==> src/common/trip_pkg.sv <==
// constants, register map and display types of the trip annunciation logic
package trip_pkg;
	localparam int CLK_MHZ       = 250;
	localparam int TICK_US       = 1000;
	localparam int TICK_CYC      = TICK_US * CLK_MHZ;
	localparam int HIGH_LOAD_CODE_TIME_S   = 40;
	localparam int HIGH_LOAD_CODE_TICKS    = HIGH_LOAD_CODE_TIME_S * 1000000 / TICK_US;
	localparam int LTM_CLEAR_MIN = 12;
	localparam int LTM_STEPS     = 16;
	localparam int LTM_FULL      = LTM_CLEAR_MIN * 60 * 1000000 / TICK_US
	                               / LTM_STEPS;
	localparam int HL_NUM        = 17;
	localparam int HL_DEN        = 20;
	localparam int OVER_RANGE_CODE_MULT     = 28;
	localparam int FLASH_BIT     = 8;
	localparam int CUR_W         = 16;
	localparam int CMP_W         = 21;

	localparam logic [7:0] CTRL_OFS   = 8'h00;
	localparam logic [7:0] PICKUP_OFS = 8'h04;
	localparam logic [7:0] PLUG_OFS   = 8'h08;
	localparam logic [7:0] LDTIME_OFS = 8'h0c;
	localparam logic [7:0] STATUS_OFS = 8'h10;
	localparam logic [7:0] LTM_OFS    = 8'h14;

	localparam int CTRL_RRESET_BIT  = 0;
	localparam int CTRL_NEUTRAL_BIT = 1;

	localparam logic [15:0] PICKUP_RST = 16'h03e8;
	localparam logic [15:0] PLUG_RST   = 16'h03e8;
	localparam logic [3:0]  LDTIME_RST = 4'h0;
	localparam logic [1:0]  PH_FIRST   = 2'h0;
	localparam logic [1:0]  PH_LAST    = 2'h3;

	typedef enum logic [2:0] {
		MSG_BLANK, MSG_NUM, MSG_LDT, MSG_INSTANTANEOUS_TRIP_CODE, MSG_HIGH_LOAD_CODE, MSG_LONG_DELAY_PICKUP_CODE, MSG_OVER_RANGE_CODE
	} msg_e;

	typedef enum logic [1:0] {
		VIEW_LIVE, VIEW_HIGH_LOAD_CODE, VIEW_CAUSE, VIEW_CAPT
	} view_e;
endpackage

==> src/logic/long_time_memory.sv <==
// thermal memory accumulator with setting-scaled decay
`timescale 1ns/1ns
module long_time_memory
	import trip_pkg::*;
#(
	parameter int FULL = LTM_FULL
) (
	input  wire logic        mclk,
	input  wire logic        rst,
	input  wire logic        tick,
	input  wire logic        heat,
	input  wire logic        trip,
	input  wire logic [3:0]  ld_time,
	output logic      [15:0] level,
	output logic             busy
);
	logic [15:0] level_ff, nxt_level;
	logic [3:0]  div_ff, nxt_div;

	always_comb begin
		nxt_level = level_ff;
		nxt_div   = div_ff;
		if (trip) begin
			nxt_level = 16'(FULL);
			nxt_div   = 4'h0;
		end else if (tick) begin
			if (heat) begin
				if (level_ff < 16'(FULL))
					nxt_level = level_ff + 16'h0001;
				nxt_div = 4'h0;
			end else if (level_ff != 16'h0000) begin
				if (div_ff >= ld_time) begin
					nxt_div   = 4'h0;
					nxt_level = level_ff - 16'h0001;
				end else begin
					nxt_div = div_ff + 4'h1;
				end
			end
		end
	end

	always_ff @(posedge mclk) begin
		if (rst) begin
			level_ff <= 16'h0000;
			div_ff   <= 4'h0;
		end else begin
			level_ff <= nxt_level;
			div_ff   <= nxt_div;
		end
	end

	assign level = level_ff;
	assign busy  = (level_ff != 16'h0000);
endmodule // long_time_memory

==> src/logic/trip_annunciation_logic.sv <==
// trip cause latching, display, indicators and alarm relays
//
// Strobed register access and the register addresses were left to the implementer.
`timescale 1ns/1ns
// Function
// - long-delay trip lights its LED, shows its code, closes its relay
// - instantaneous trip lights its LED, shows its code, closes its relay
// - each step press advances through phase A, B, C, ground or neutral
// - values shown after a trip are those captured at the trip
// - the LED of the phase being shown is lit
// - trip reset clears messages, stored values, LEDs and all relays
// - thermal memory keeps overload state so a quick reclose trips sooner
// - memory decay grows with delay setting, at most 12 minutes
// - above 0.85 of pickup for 40 s flashes high-load; step clears it
// - same condition closes the high-load relay
// - high-load relay stays closed until local or remote reset
// - long-delay LED flashes while current is above pickup
// - above pickup the pickup message flashes
// - above 28 times plug rating the over-range code replaces the number
// - longer delay setting gives longer memory clearing, in proportion to the setting plus one
module trip_annunciation_logic
	import trip_pkg::*;
#(
	parameter int TICK_CYCLES = TICK_CYC,
	parameter int HIGH_LOAD_CODE_COUNT  = HIGH_LOAD_CODE_TICKS,
	parameter int LTM_COUNT   = LTM_FULL
) (
	input  wire logic             mclk,
	input  wire logic             rst,
	input  wire logic             step_btn,
	input  wire logic             trip_reset_btn,
	input  wire logic             ld_trip_evt,
	input  wire logic             instantaneous_trip_code_trip_evt,
	input  wire logic [CUR_W-1:0] cur_a,
	input  wire logic [CUR_W-1:0] cur_b,
	input  wire logic [CUR_W-1:0] cur_c,
	input  wire logic [CUR_W-1:0] cur_gn,
	input  wire logic [7:0]       reg_addr,
	input  wire logic [31:0]      reg_wdata,
	input  wire logic             reg_wr,
	input  wire logic             reg_rd,
	output logic      [31:0]      reg_rdata,
	output msg_e                  disp_msg,
	output logic      [CUR_W-1:0] disp_value,
	output logic                  disp_flash,
	output logic                  led_ld,
	output logic                  led_instantaneous_trip_code,
	output logic      [4:0]       led_phase,
	output logic                  relay_ld,
	output logic                  relay_sc,
	output logic                  relay_hl,
	output logic      [15:0]      ltm_level
);
	localparam int TW = $clog2(TICK_CYCLES + 1);
	localparam int HW = $clog2(HIGH_LOAD_CODE_COUNT + 1);

	function automatic logic [CUR_W-1:0] pick(input logic [1:0] i,
		input logic [CUR_W-1:0] a, input logic [CUR_W-1:0] b,
		input logic [CUR_W-1:0] c, input logic [CUR_W-1:0] g);
		case (i)
			2'h0:    pick = a;
			2'h1:    pick = b;
			2'h2:    pick = c;
			default: pick = g;
		endcase
	endfunction

	function automatic logic [CUR_W-1:0] peak(input logic [CUR_W-1:0] a,
		input logic [CUR_W-1:0] b, input logic [CUR_W-1:0] c);
		logic [CUR_W-1:0] m;
		m = (a > b) ? a : b;
		peak = (m > c) ? m : c;
	endfunction

	// registers and read port
	logic [15:0] pickup_ff, nxt_pickup, plug_ff, nxt_plug;
	logic [3:0]  ldtime_ff, nxt_ldtime;
	logic        neutral_ff, nxt_neutral, rreset_ff, nxt_rreset;
	logic [31:0] rdata_ff, nxt_rdata;
	logic        ltm_busy, over_pu, hl_cond, clr;

	always_comb begin
		nxt_pickup  = pickup_ff;
		nxt_plug    = plug_ff;
		nxt_ldtime  = ldtime_ff;
		nxt_neutral = neutral_ff;
		nxt_rreset  = 1'b0;
		nxt_rdata   = 32'h0000_0000;
		if (reg_wr) begin
			case (reg_addr)
				CTRL_OFS: begin
					nxt_rreset  = reg_wdata[CTRL_RRESET_BIT];
					nxt_neutral = reg_wdata[CTRL_NEUTRAL_BIT];
				end
				PICKUP_OFS: nxt_pickup = reg_wdata[15:0];
				PLUG_OFS:   nxt_plug   = reg_wdata[15:0];
				LDTIME_OFS: nxt_ldtime = reg_wdata[3:0];
				default: ;
			endcase
		end
		if (reg_rd) begin
			case (reg_addr)
				CTRL_OFS:   nxt_rdata = {30'h0, neutral_ff, 1'b0};
				PICKUP_OFS: nxt_rdata = {16'h0, pickup_ff};
				PLUG_OFS:   nxt_rdata = {16'h0, plug_ff};
				LDTIME_OFS: nxt_rdata = {28'h0, ldtime_ff};
				STATUS_OFS: nxt_rdata = {25'h0, hl_cond, ltm_busy, over_pu,
					relay_hl, relay_sc, relay_ld, led_instantaneous_trip_code};
				LTM_OFS:    nxt_rdata = {16'h0, ltm_level};
				default:    nxt_rdata = 32'h0000_0000;
			endcase
		end
	end

	always_ff @(posedge mclk) begin
		if (rst) begin
			pickup_ff  <= PICKUP_RST;
			plug_ff    <= PLUG_RST;
			ldtime_ff  <= LDTIME_RST;
			neutral_ff <= 1'b0;
			rreset_ff  <= 1'b0;
			rdata_ff   <= 32'h0000_0000;
		end else begin
			pickup_ff  <= nxt_pickup;
			plug_ff    <= nxt_plug;
			ldtime_ff  <= nxt_ldtime;
			neutral_ff <= nxt_neutral;
			rreset_ff  <= nxt_rreset;
			rdata_ff   <= nxt_rdata;
		end
	end
	assign reg_rdata = rdata_ff;

	// millisecond tick, flash phase and high-load timer
	logic [TW-1:0]      tick_ff, nxt_tick;
	logic [FLASH_BIT:0] flash_ff, nxt_flash;
	logic [HW-1:0]      hl_cnt_ff, nxt_hl_cnt;
	logic               tick, flash, hl_done;
	logic [CUR_W-1:0]   live_peak;

	assign clr       = trip_reset_btn | rreset_ff;
	assign live_peak = peak(cur_a, cur_b, cur_c);
	assign over_pu   = live_peak > pickup_ff;
	assign hl_cond   = (CMP_W'(live_peak) * CMP_W'(HL_DEN))
	                 > (CMP_W'(pickup_ff) * CMP_W'(HL_NUM));
	assign tick      = (tick_ff == TW'(TICK_CYCLES - 1));
	assign flash     = flash_ff[FLASH_BIT];
	assign hl_done   = hl_cond && tick && (hl_cnt_ff == HW'(HIGH_LOAD_CODE_COUNT - 1));

	always_comb begin
		nxt_tick   = tick ? '0 : tick_ff + TW'(1);
		nxt_flash  = tick ? flash_ff + 1'b1 : flash_ff;
		nxt_hl_cnt = hl_cnt_ff;
		if (!hl_cond)
			nxt_hl_cnt = '0;
		else if (tick && hl_cnt_ff != HW'(HIGH_LOAD_CODE_COUNT))
			nxt_hl_cnt = hl_cnt_ff + HW'(1);
	end

	always_ff @(posedge mclk) begin
		if (rst) begin
			tick_ff   <= '0;
			flash_ff  <= '0;
			hl_cnt_ff <= '0;
		end else begin
			tick_ff   <= nxt_tick;
			flash_ff  <= nxt_flash;
			hl_cnt_ff <= nxt_hl_cnt;
		end
	end

	long_time_memory #(
		.FULL    (LTM_COUNT)
	) u_ltm (
		.mclk    (mclk),
		.rst     (rst),
		.tick    (tick),
		.heat    (over_pu),
		.trip    (ld_trip_evt),
		.ld_time (ldtime_ff),
		.level   (ltm_level),
		.busy    (ltm_busy)
	);

	// trip latches, captured currents, view state and relays
	view_e            view_ff, nxt_view;
	logic [1:0]       idx_ff, nxt_idx;
	logic             ldc_ff, nxt_ldc, instc_ff, nxt_instc;
	logic             rld_ff, nxt_rld, rsc_ff, nxt_rsc, rhl_ff, nxt_rhl;
	logic [CUR_W-1:0] cap_ff [4];
	logic [CUR_W-1:0] nxt_cap [4];
	logic             trip;

	assign trip = ld_trip_evt | instantaneous_trip_code_trip_evt;

	always_comb begin
		nxt_view  = view_ff;
		nxt_idx   = idx_ff;
		nxt_ldc   = ldc_ff;
		nxt_instc = instc_ff;
		nxt_rld   = rld_ff;
		nxt_rsc   = rsc_ff;
		nxt_rhl   = rhl_ff;
		nxt_cap   = cap_ff;
		// local or remote reset clears everything
		if (clr) begin
			nxt_view  = VIEW_LIVE;
			nxt_idx   = PH_FIRST;
			nxt_ldc   = 1'b0;
			nxt_instc = 1'b0;
			nxt_rld   = 1'b0;
			nxt_rsc   = 1'b0;
			nxt_rhl   = 1'b0;
			nxt_cap   = '{default: '0};
		end
		if (trip) begin
			nxt_cap   = '{cur_a, cur_b, cur_c, cur_gn};
			nxt_view  = VIEW_CAUSE;
			nxt_idx   = PH_FIRST;
			nxt_ldc   = nxt_ldc | ld_trip_evt;
			nxt_instc = nxt_instc | instantaneous_trip_code_trip_evt;
			nxt_rld   = nxt_rld | ld_trip_evt;
			nxt_rsc   = nxt_rsc | instantaneous_trip_code_trip_evt;
		end else if (step_btn && !clr) begin
			case (view_ff)
				VIEW_CAUSE: begin
					nxt_view = VIEW_CAPT;
					nxt_idx  = PH_FIRST;
				end
				// step leaves the high-load message for live values
				VIEW_HIGH_LOAD_CODE: begin
					nxt_view = VIEW_LIVE;
					nxt_idx  = PH_FIRST;
				end
				// advance and wrap after the last value
				default:   nxt_idx = (idx_ff == PH_LAST) ? PH_FIRST
				                     : idx_ff + 2'h1;
			endcase
		end else if (hl_done && view_ff == VIEW_LIVE) begin
			nxt_view = VIEW_HIGH_LOAD_CODE;
		end
		if (hl_done)
			nxt_rhl = 1'b1;
	end

	always_ff @(posedge mclk) begin
		if (rst) begin
			view_ff  <= VIEW_LIVE;
			idx_ff   <= PH_FIRST;
			ldc_ff   <= 1'b0;
			instc_ff <= 1'b0;
			rld_ff   <= 1'b0;
			rsc_ff   <= 1'b0;
			rhl_ff   <= 1'b0;
			cap_ff   <= '{default: '0};
		end else begin
			view_ff  <= nxt_view;
			idx_ff   <= nxt_idx;
			ldc_ff   <= nxt_ldc;
			instc_ff <= nxt_instc;
			rld_ff   <= nxt_rld;
			rsc_ff   <= nxt_rsc;
			rhl_ff   <= nxt_rhl;
			cap_ff   <= nxt_cap;
		end
	end

	// display and LED outputs, registered
	msg_e             msg_ff, nxt_msg;
	logic [CUR_W-1:0] val_ff, nxt_val, sel_val;
	logic             dfl_ff, nxt_dfl, lld_ff, nxt_lld, over_range_code_now;
	logic [4:0]       lph_ff, nxt_lph;

	assign sel_val  = (view_ff == VIEW_CAPT)
		? pick(idx_ff, cap_ff[0], cap_ff[1], cap_ff[2], cap_ff[3])
		: pick(idx_ff, cur_a, cur_b, cur_c, cur_gn);
	assign over_range_code_now = CMP_W'(sel_val) > (CMP_W'(plug_ff) * CMP_W'(OVER_RANGE_CODE_MULT));

	always_comb begin
		nxt_msg = MSG_NUM;
		nxt_val = '0;
		nxt_dfl = 1'b0;
		nxt_lph = 5'h00;
		case (view_ff)
			VIEW_CAUSE: nxt_msg = instc_ff ? MSG_INSTANTANEOUS_TRIP_CODE : MSG_LDT;
			VIEW_HIGH_LOAD_CODE: begin
				nxt_msg = MSG_HIGH_LOAD_CODE;
				nxt_dfl = 1'b1;
			end
			default: begin
				// light the LED of the shown phase
				if (idx_ff == PH_LAST)
					nxt_lph = neutral_ff ? 5'h10 : 5'h08;
				else
					nxt_lph = 5'h01 << idx_ff;
				if (over_range_code_now)
					nxt_msg = MSG_OVER_RANGE_CODE;
				else
					nxt_val = sel_val;
				// pickup message flashes over live values
				if (view_ff == VIEW_LIVE && over_pu) begin
					nxt_msg = MSG_LONG_DELAY_PICKUP_CODE;
					nxt_lph = 5'h00;
					nxt_dfl = 1'b1;
				end
			end
		endcase
		// steady after a long-delay trip, flashing above pickup
		nxt_lld = ldc_ff | (over_pu & flash);
	end

	always_ff @(posedge mclk) begin
		if (rst) begin
			msg_ff <= MSG_BLANK;
			val_ff <= '0;
			dfl_ff <= 1'b0;
			lph_ff <= 5'h00;
			lld_ff <= 1'b0;
		end else begin
			msg_ff <= nxt_msg;
			val_ff <= nxt_val;
			dfl_ff <= nxt_dfl;
			lph_ff <= nxt_lph;
			lld_ff <= nxt_lld;
		end
	end

	assign disp_msg   = msg_ff;
	assign disp_value = val_ff;
	assign disp_flash = dfl_ff & flash;
	assign led_ld     = lld_ff;
	assign led_instantaneous_trip_code   = instc_ff;
	assign led_phase  = lph_ff;
	assign relay_ld   = rld_ff;
	assign relay_sc   = rsc_ff;
	assign relay_hl   = rhl_ff;
endmodule // trip_annunciation_logic

==> config.mk <==
export PLATFORM = sky130hd
export DESIGN_NAME = trip_annunciation_logic
export DESIGN_NICKNAME = d
export VERILOG_FILES = /design/src/common/trip_pkg.sv /design/src/logic/long_time_memory.sv /design/src/logic/trip_annunciation_logic.sv
export SDC_FILE = /design/constraint.sdc
export NUM_CORES = 1
export LEC_CHECK = 0
export BUFFER_PORTS_ARGS = -buffer_cell sky130_fd_sc_hd__buf_2
export CORE_ASPECT_RATIO = 0.6
export CORE_MARGIN = 8
export CORE_UTILIZATION = 54
export DETAILED_ROUTE_END_ITERATION = 8
export GPL_TIMING_DRIVEN = 0
export HOLD_SLACK_MARGIN = 0.06
export PLACE_DENSITY = 0.79
export SETUP_SLACK_MARGIN = 0.15
export SLEW_MARGIN = 15
export SYNTH_ARGS = -nofsm -noshare
export SYNTH_HDL_FRONTEND = slang
export SYNTH_HIERARCHICAL = 1
export SYNTH_SLANG_ARGS = --single-unit
==> constraint.sdc <==
create_clock -name mclk -period 7.18 [get_ports mclk]
set_input_delay 0 -clock mclk [delete_from_list [all_inputs] [get_ports mclk]]
set_output_delay 0 -clock mclk [all_outputs]
set_load 0.1 [all_outputs]
Yosys cells after proc, flatten, opt, wreduce, memory -nomap -nowiden
Cells that the tools add are included.
W data, S select, Z words.

word-level totals
  word-level logic and storage cells = 155
  output and inout port bits = 78
  input port bits = 112
  flip-flop bits (word level) = 232

operators by class
  bitwise operators = 13
  magnitude comparators = 7
  equal/unequal tests = 16
  multiplexer cells = 44
  $mul = 3
  shift operators = 1
  reductions and logical operators = 35
  add/subtract/negate cells = 7

operators with widths
  kind                     count
  $mux W16                 9
  $mux W64                 2
  $pmux W16 S3             2
  $pmux W16 S6             1
  $gt A16 B16 Y1           3
  $mul A16 B3 Y19 const B  2
  $add A16 B1 Y16 const B  2
  $gt A16 B21 Y1           1
  $gt A21 B21 Y1           1
  $mul A16 B5 Y21 const B  1
  $add A18 B1 Y18 const B  1
  $eq A18 B18 Y1 const B   1
  $eq A16 B16 Y1 const B   1
  $eq A8 B4 Y1 const B     2
  $eq A8 B5 Y1 const B     2
  $lt A16 B16 Y1 const B   1
  $mux W2                  8
  $ne A16 B16 Y1 const B   1
  $reduce_bool A16 Y1      1
  $sub A16 B1 Y16 const B  1
  $mux W1                  12
  $mux W4                  3
  $reduce_bool A2 Y1       6
  $reduce_or A2 Y1         6
  other kinds (27)         56

Logic depth before layout (Yosys ltp)
  word-level depth = 12
  depth in mapped cells = 41
  depth with buffers taken out = 37

By module
The synthesis kept the hierarchy.

modules (own cells, without submodules)
  module                   cells an instance  times used  sequential area each (um^2)  area an instance (um^2)
  trip_annunciation_logic  1519               1           3923.8                       13073.8
  long_time_memory         239                1           400.4                        1809.2

Least setup slack after synthesis
OpenSTA, ideal clock, no wires.

  path kind = input -> register
  start point = input port cur_b[14]
  end point = register u_ltm.level_ff[15], in the netlist u_ltm/level[15]
  cell stages on the path = 37
  path slack = -0.612 ns
  path buffers = 4
  data required time = 7.120 ns
  library setup time = 0.060 ns
  arrival = 7.732 ns
  cells stage by stage = inv_1 ha_1 nand4_2 or4_4 a21o_1 and2_1 o2bb2ai_2 clkbuf_1 mux2_2 ha_1 and4_1 a311oi_1 o31ai_1 o21ai_1 clkbuf_1 nand2_1 o21ai_0 ha_1 nor2b_1 o21a_1 o21ai_0 nand2b_1 a32oi_1 nor4_2 a211oi_2 or2_2 inv_1 inv_1 ha_1 buf_6 and3_1 buf_6 a211o_1 a32o_2 o31a_1 a2111oi_2 o311a_1

between the ends
  word-level cells in the longest chain between the ends = 8
  elaborated cells between the ends (all ways) = 12
  classes of those cells = 3 x order compare; 1 x eq/ne; 5 x mux; 3 x reduce/logical

ends and longest elaborated chain
  what                  RTL line                        RTL
  start, declared       trip_annunciation_logic.sv:35   input wire logic [CUR_W-1:0] cur_b,
  $gt A16 B16 Y1        trip_annunciation_logic.sv:71   m = (a > b) ? a : b;
  $mux W16 *            trip_annunciation_logic.sv:71
  $gt A16 B16 Y1        trip_annunciation_logic.sv:72   peak = (m > c) ? m : c;
  $mux W16 *            trip_annunciation_logic.sv:72
  $gt A16 B16 Y1 *      trip_annunciation_logic.sv:143  assign over_pu = live_peak > pickup_ff;
  net over_pu           trip_annunciation_logic.sv:80   logic ltm_busy, over_pu, hl_cond, clr;
  $mux W16              long_time_memory.sv:27          if (heat) begin
  $mux W16              long_time_memory.sv:26          end else if (tick) begin
  $mux W16              long_time_memory.sv:23          if (trip) begin
  end signal, assigned  long_time_memory.sv:47          level_ff <= nxt_level;
  end, declared         long_time_memory.sv:17          logic [15:0] level_ff, nxt_level;

Mark *: on every way through the listed nets, which the timed path passes. The rest lies on a longest branch. The select of a mux whose other input is x is not followed.
A chain may end at the register's enable or synchronous reset.

Worst setup path in the final report
  start point = input port cur_b[15]
  end point = register u_ltm.level_ff[15], in the netlist u_ltm/level[15]

The elaborated chain is that of the path after synthesis.

==> flow_metrics.py <==
metrics = {
    "sta": {
        "finalWorstSetupSlack_ns": 0.006906,
        "rsz0062_at_grt": "true",
        "whs_ns": 0.08369,
        "fmax_mhz": 139.4,
        "setup_viol": 0,
        "fin_worst_skew_ns": 0.03016,
        "finalHoldViolCount": 0,
        "worst_pin_slew_ns": 1.226,
        "setup-tns-final_ns": 0,
        "maxSlewHeadroom": 0.1760,
        "slew_violations": 0,
        "period_share": 0.9990,
        "min_period_ns": 7.173,
    },
    "route": {
        "detail_route.iter0.violations": 1921,
        "antenna_left": 0,
        "first_pass_iters": 9,
        "num_vias": 15610,
        "drc_errors": 0,
        "wl_per_cell_um": 22.05,
        "wl_um": 54860,
        "vias_per_cell": 6.274,
    },
    "yosys": {
        "ys_seq_area_frac": 0.2905,
        "synth_area_per_cell_um2": 8.466,
        "synth_area_leader_cell": "dfxtp_1",
        "synth.cell_area_um2": 14880,
        "syn_inst": 1758,
        "synth_warnings": 6,
        "synth-edff-count": 0,
        "async_flop_share": 0,
        "synth_area_leaders": "dfxtp_1, ha_1, nor2_1",
        "netlist-cell-type-count": 84,
        "ys_ff_latch": 216,
        "yosys_most_used_dff": "dfxtp_1",
        "synth_top_area_share": 0.2905,
    },
    "place": {
        "dp_hpwl_um": 38870,
        "place_inst": 2295,
        "place.gp.congestion": 1.024,
        "io_buffers": 155,
        "placed_cell_area_um2": 16300,
        "pre_cts_ws_ns": -1.381,
    },
    "global_routing": {
        "grt_usage": 0.3038,
        "grt_use_met2": 0.4375,
        "grt_max_degree": 15,
        "overflow": 0,
        "grt_pass1_vias": 14690,
        "top_usage_layer": "met2",
        "grt_use_met3": 0.1154,
        "use_met1": 0.4155,
        "grt_first_pass_wirelength_um": 80690,
        "grt_antenna_before_repair": 2,
    },
    "clock_tree": {
        "clk_pin_slew_ns": 0.07,
        "htreeDepth": 1,
        "numCtsBuffers": 22,
        "clock-root-buffer": "clkbuf_16",
        "clock_path_buffers": 3,
        "clock_latency_ns": 0.56,
        "cts_tree": "yes",
        "cts_sinks": 216,
    },
    "min_path": {
        "worstHoldEndpoint": "reg_rdata[6]",
        "hold_class": "in -> reg",
        "min_path_cells": 5,
        "worstHoldStart": "reg_addr[4]",
    },
    "worst_setup_path": {
        "worstSetupStartpointType": "input port",
        "r2r-end": "disp_msg[0]",
        "r2r_slack_ns": 1.09,
        "slowest_delay_ns": 0.50,
        "worstSetupPathType": "in -> reg",
        "arrival_ns": 7.65,
        "rr_worst_depth": 17,
        "r2r-start": "idx_ff[0]",
        "cp_common_cell": "buf_6",
        "worstSetupEndpointType": "register",
        "crit_slowest_cell": "or4_4",
        "crit_required_ns": 7.66,
        "cp_max_fo": 7,
    },
    "job": {
        "maxCapViolCount": 0,
    },
    "layout": {
        "fin_cells": 2488,
        "antenna_cells": 0,
        "drive_above_1_share": 0.2103,
        "area_delta_synth_final_pct": 30.41,
        "nets": 2414,
        "fin_area_um2": 19410,
        "utilization": 0.7098,
    },
    "floorplan": {
        "dieArea_um2": 33300,
        "fp.dieW_um": 230.3,
        "ios": 190,
        "chipHeight_um": 144.6,
        "start_util": 0.5443,
        "rows": 47,
        "core_um2": 27350,
    },
    "status": {
        "status": "complete, no violations",
    },
    "power_and_ir_drop": {
        "fin_total_pwr_mw": 4.373,
        "ir_drop_mv": 0.1611,
        "pwr_density_cell_nw_per_um2": 225.3,
        "p_leak_nw": 8.329,
    },
}
==> placed cells by master (no fill, tap or decap), types with 15 or more instances in the layout <==
cell           Yosys  layout
a21o_1            24      24
a21oi_1          119     109
a222oi_1          47      47
a22oi_1           71      71
and3_1            16      16
buf_2              2     140
buf_4             16      73
clkbuf_1          66      65
clkbuf_16          0      24
conb_1             1      16
dfxtp_1          216     216
dlygate4sd3_1      0      91
fa_1              19      18
ha_1             178     150
ha_4               0      24
inv_1            135     120
mux4_2            17      17
nand2_1          145     139
nand2b_1          16      15
nand3_1           55      54
nand3b_1          18      18
nand4_1           28      28
nor2_1           193     179
nor2b_1           27      26
nor3_1            30      26
o21ai_0           47      34
xnor2_1           39      39
xor2_1            39      38
==> worst max-delay path, delay by kind of cell <==
kind | cells | cell delay, ns
AOI/OAI and AO/OA | 16 | 3.38
adders and majority gates | 4 | 0.99
buffers and inverters | 12 | 1.44
muxes | 1 | 0.32
and+or+nand+nor | 8 | 1.50
==> cell usage after synthesis, drive strengths merged (3+ instances only) <==
cell type and n:
nand4 29, xnor2 39, nand3b 18, nand3 55, nand4b 3, o21a 14, or4 4, and4 7
o21ai 51, a31oi 8, a21o 24, nor2b 27, ha 178, a2111oi 10, fa 19, o22ai 3
nand2b 16, or2 8, buf 24, mux4 17, clkbuf 66, or3 9, a21boi 6, mux2 16
inv 135, dfxtp 216, nor4 14, o211ai 6, and2 6, a211oi 7, xor2 39, o31ai 9
nor3b 6, nor3 31, mux2i 8, nand2 145, a21oi 119, nor4b 4, and3 16, a222oi 47
nor2 193, a22oi 71
==> power by group <==
part	internal, mW	switching, mW	leakage (nW)
Combinational	0.822	1.05	6.19
Sequential	1.23	0.0285	1.76
Clock	0.722	0.519	0.379
==> metal layers <==
layer / share of wire / vias up / routed length, um
met1: 0.41 / 7316 / 22550
li1: - / 7030 / -
met3: 0.14 / 202 / 7762
met4: 0.034 / 6 / 1881
met2: 0.41 / 1056 / 22580
met5: 0.0016 / - / 86
==> sequential cells by signal, indices dropped and copies added (netlist names), 5 cells and up <==
signal       count
cap_ff          64
tick_ff         18
disp_value      16
hl_cnt_ff       16
pickup_ff       16
plug_ff         16
reg_rdata       16
u_ltm/level     16
flash_ff         9
led_phase        5
==> how the worst max path moves through the flow <==
| stage | from | end | slack [ns] |
|---|---|---|---|
| 5_1_grt | cur_b[15] | view_ff[0] | -0.28 |
| 3_3_place_gp | cur_b[15] | view_ff[1] | -1.22 |
| 3_5_place_dp | cur_b[15] | hl_cnt_ff[11] | -1.38 |
| 2_1_floorplan | cur_b[14] | u_ltm/level[15] | 0.15 |
| 6_report | cur_b[15] | u_ltm/level[15] | 0.007 |
| 4_1_cts | cur_b[14] | u_ltm/level[15] | 0.15 |
==> cells by family (layout without fill, tap and decap cells) <==
| family | count (synthesis) | after routing | synth area share |
|---|---|---|---|
| simple gates | 595 | 595 | 0.1936 |
| compound gates | 405 | 405 | 0.1893 |
| buf+inv | 225 | 573 | 0.06196 |
| flops | 216 | 216 | 0.2905 |
| fa+ha+maj | 197 | 197 | 0.1752 |
| xor+xnor | 78 | 78 | 0.04590 |
| mux | 41 | 41 | 0.04321 |
| other cells | 1 | 16 | 0.0002520 |
==> what timing repair did <==
item / 4_1_cts / 5_1_grt
pin swaps: 38 / 48
hold buffers: 91 / 0
endpoints found under the setup margin: 33 / 36
gates resized for setup: 108 / 103
gates cloned: 0 / 1
hold endpoints to repair: 139 / 0
setup buffers: 46 / 15
==> cell type report <==
type,count,area (um^2)
clock inverter,9,148.9
multi-input combinational,1332,10490
clock buffer,31,624.3
inverter,135,520.5
timing repair buffer,308,2350
sequential,216,4324
buffer,90,491.7
fill,1997,7936
tap,367,459.2
Note: power is estimated with default switching activity, not from simulation.
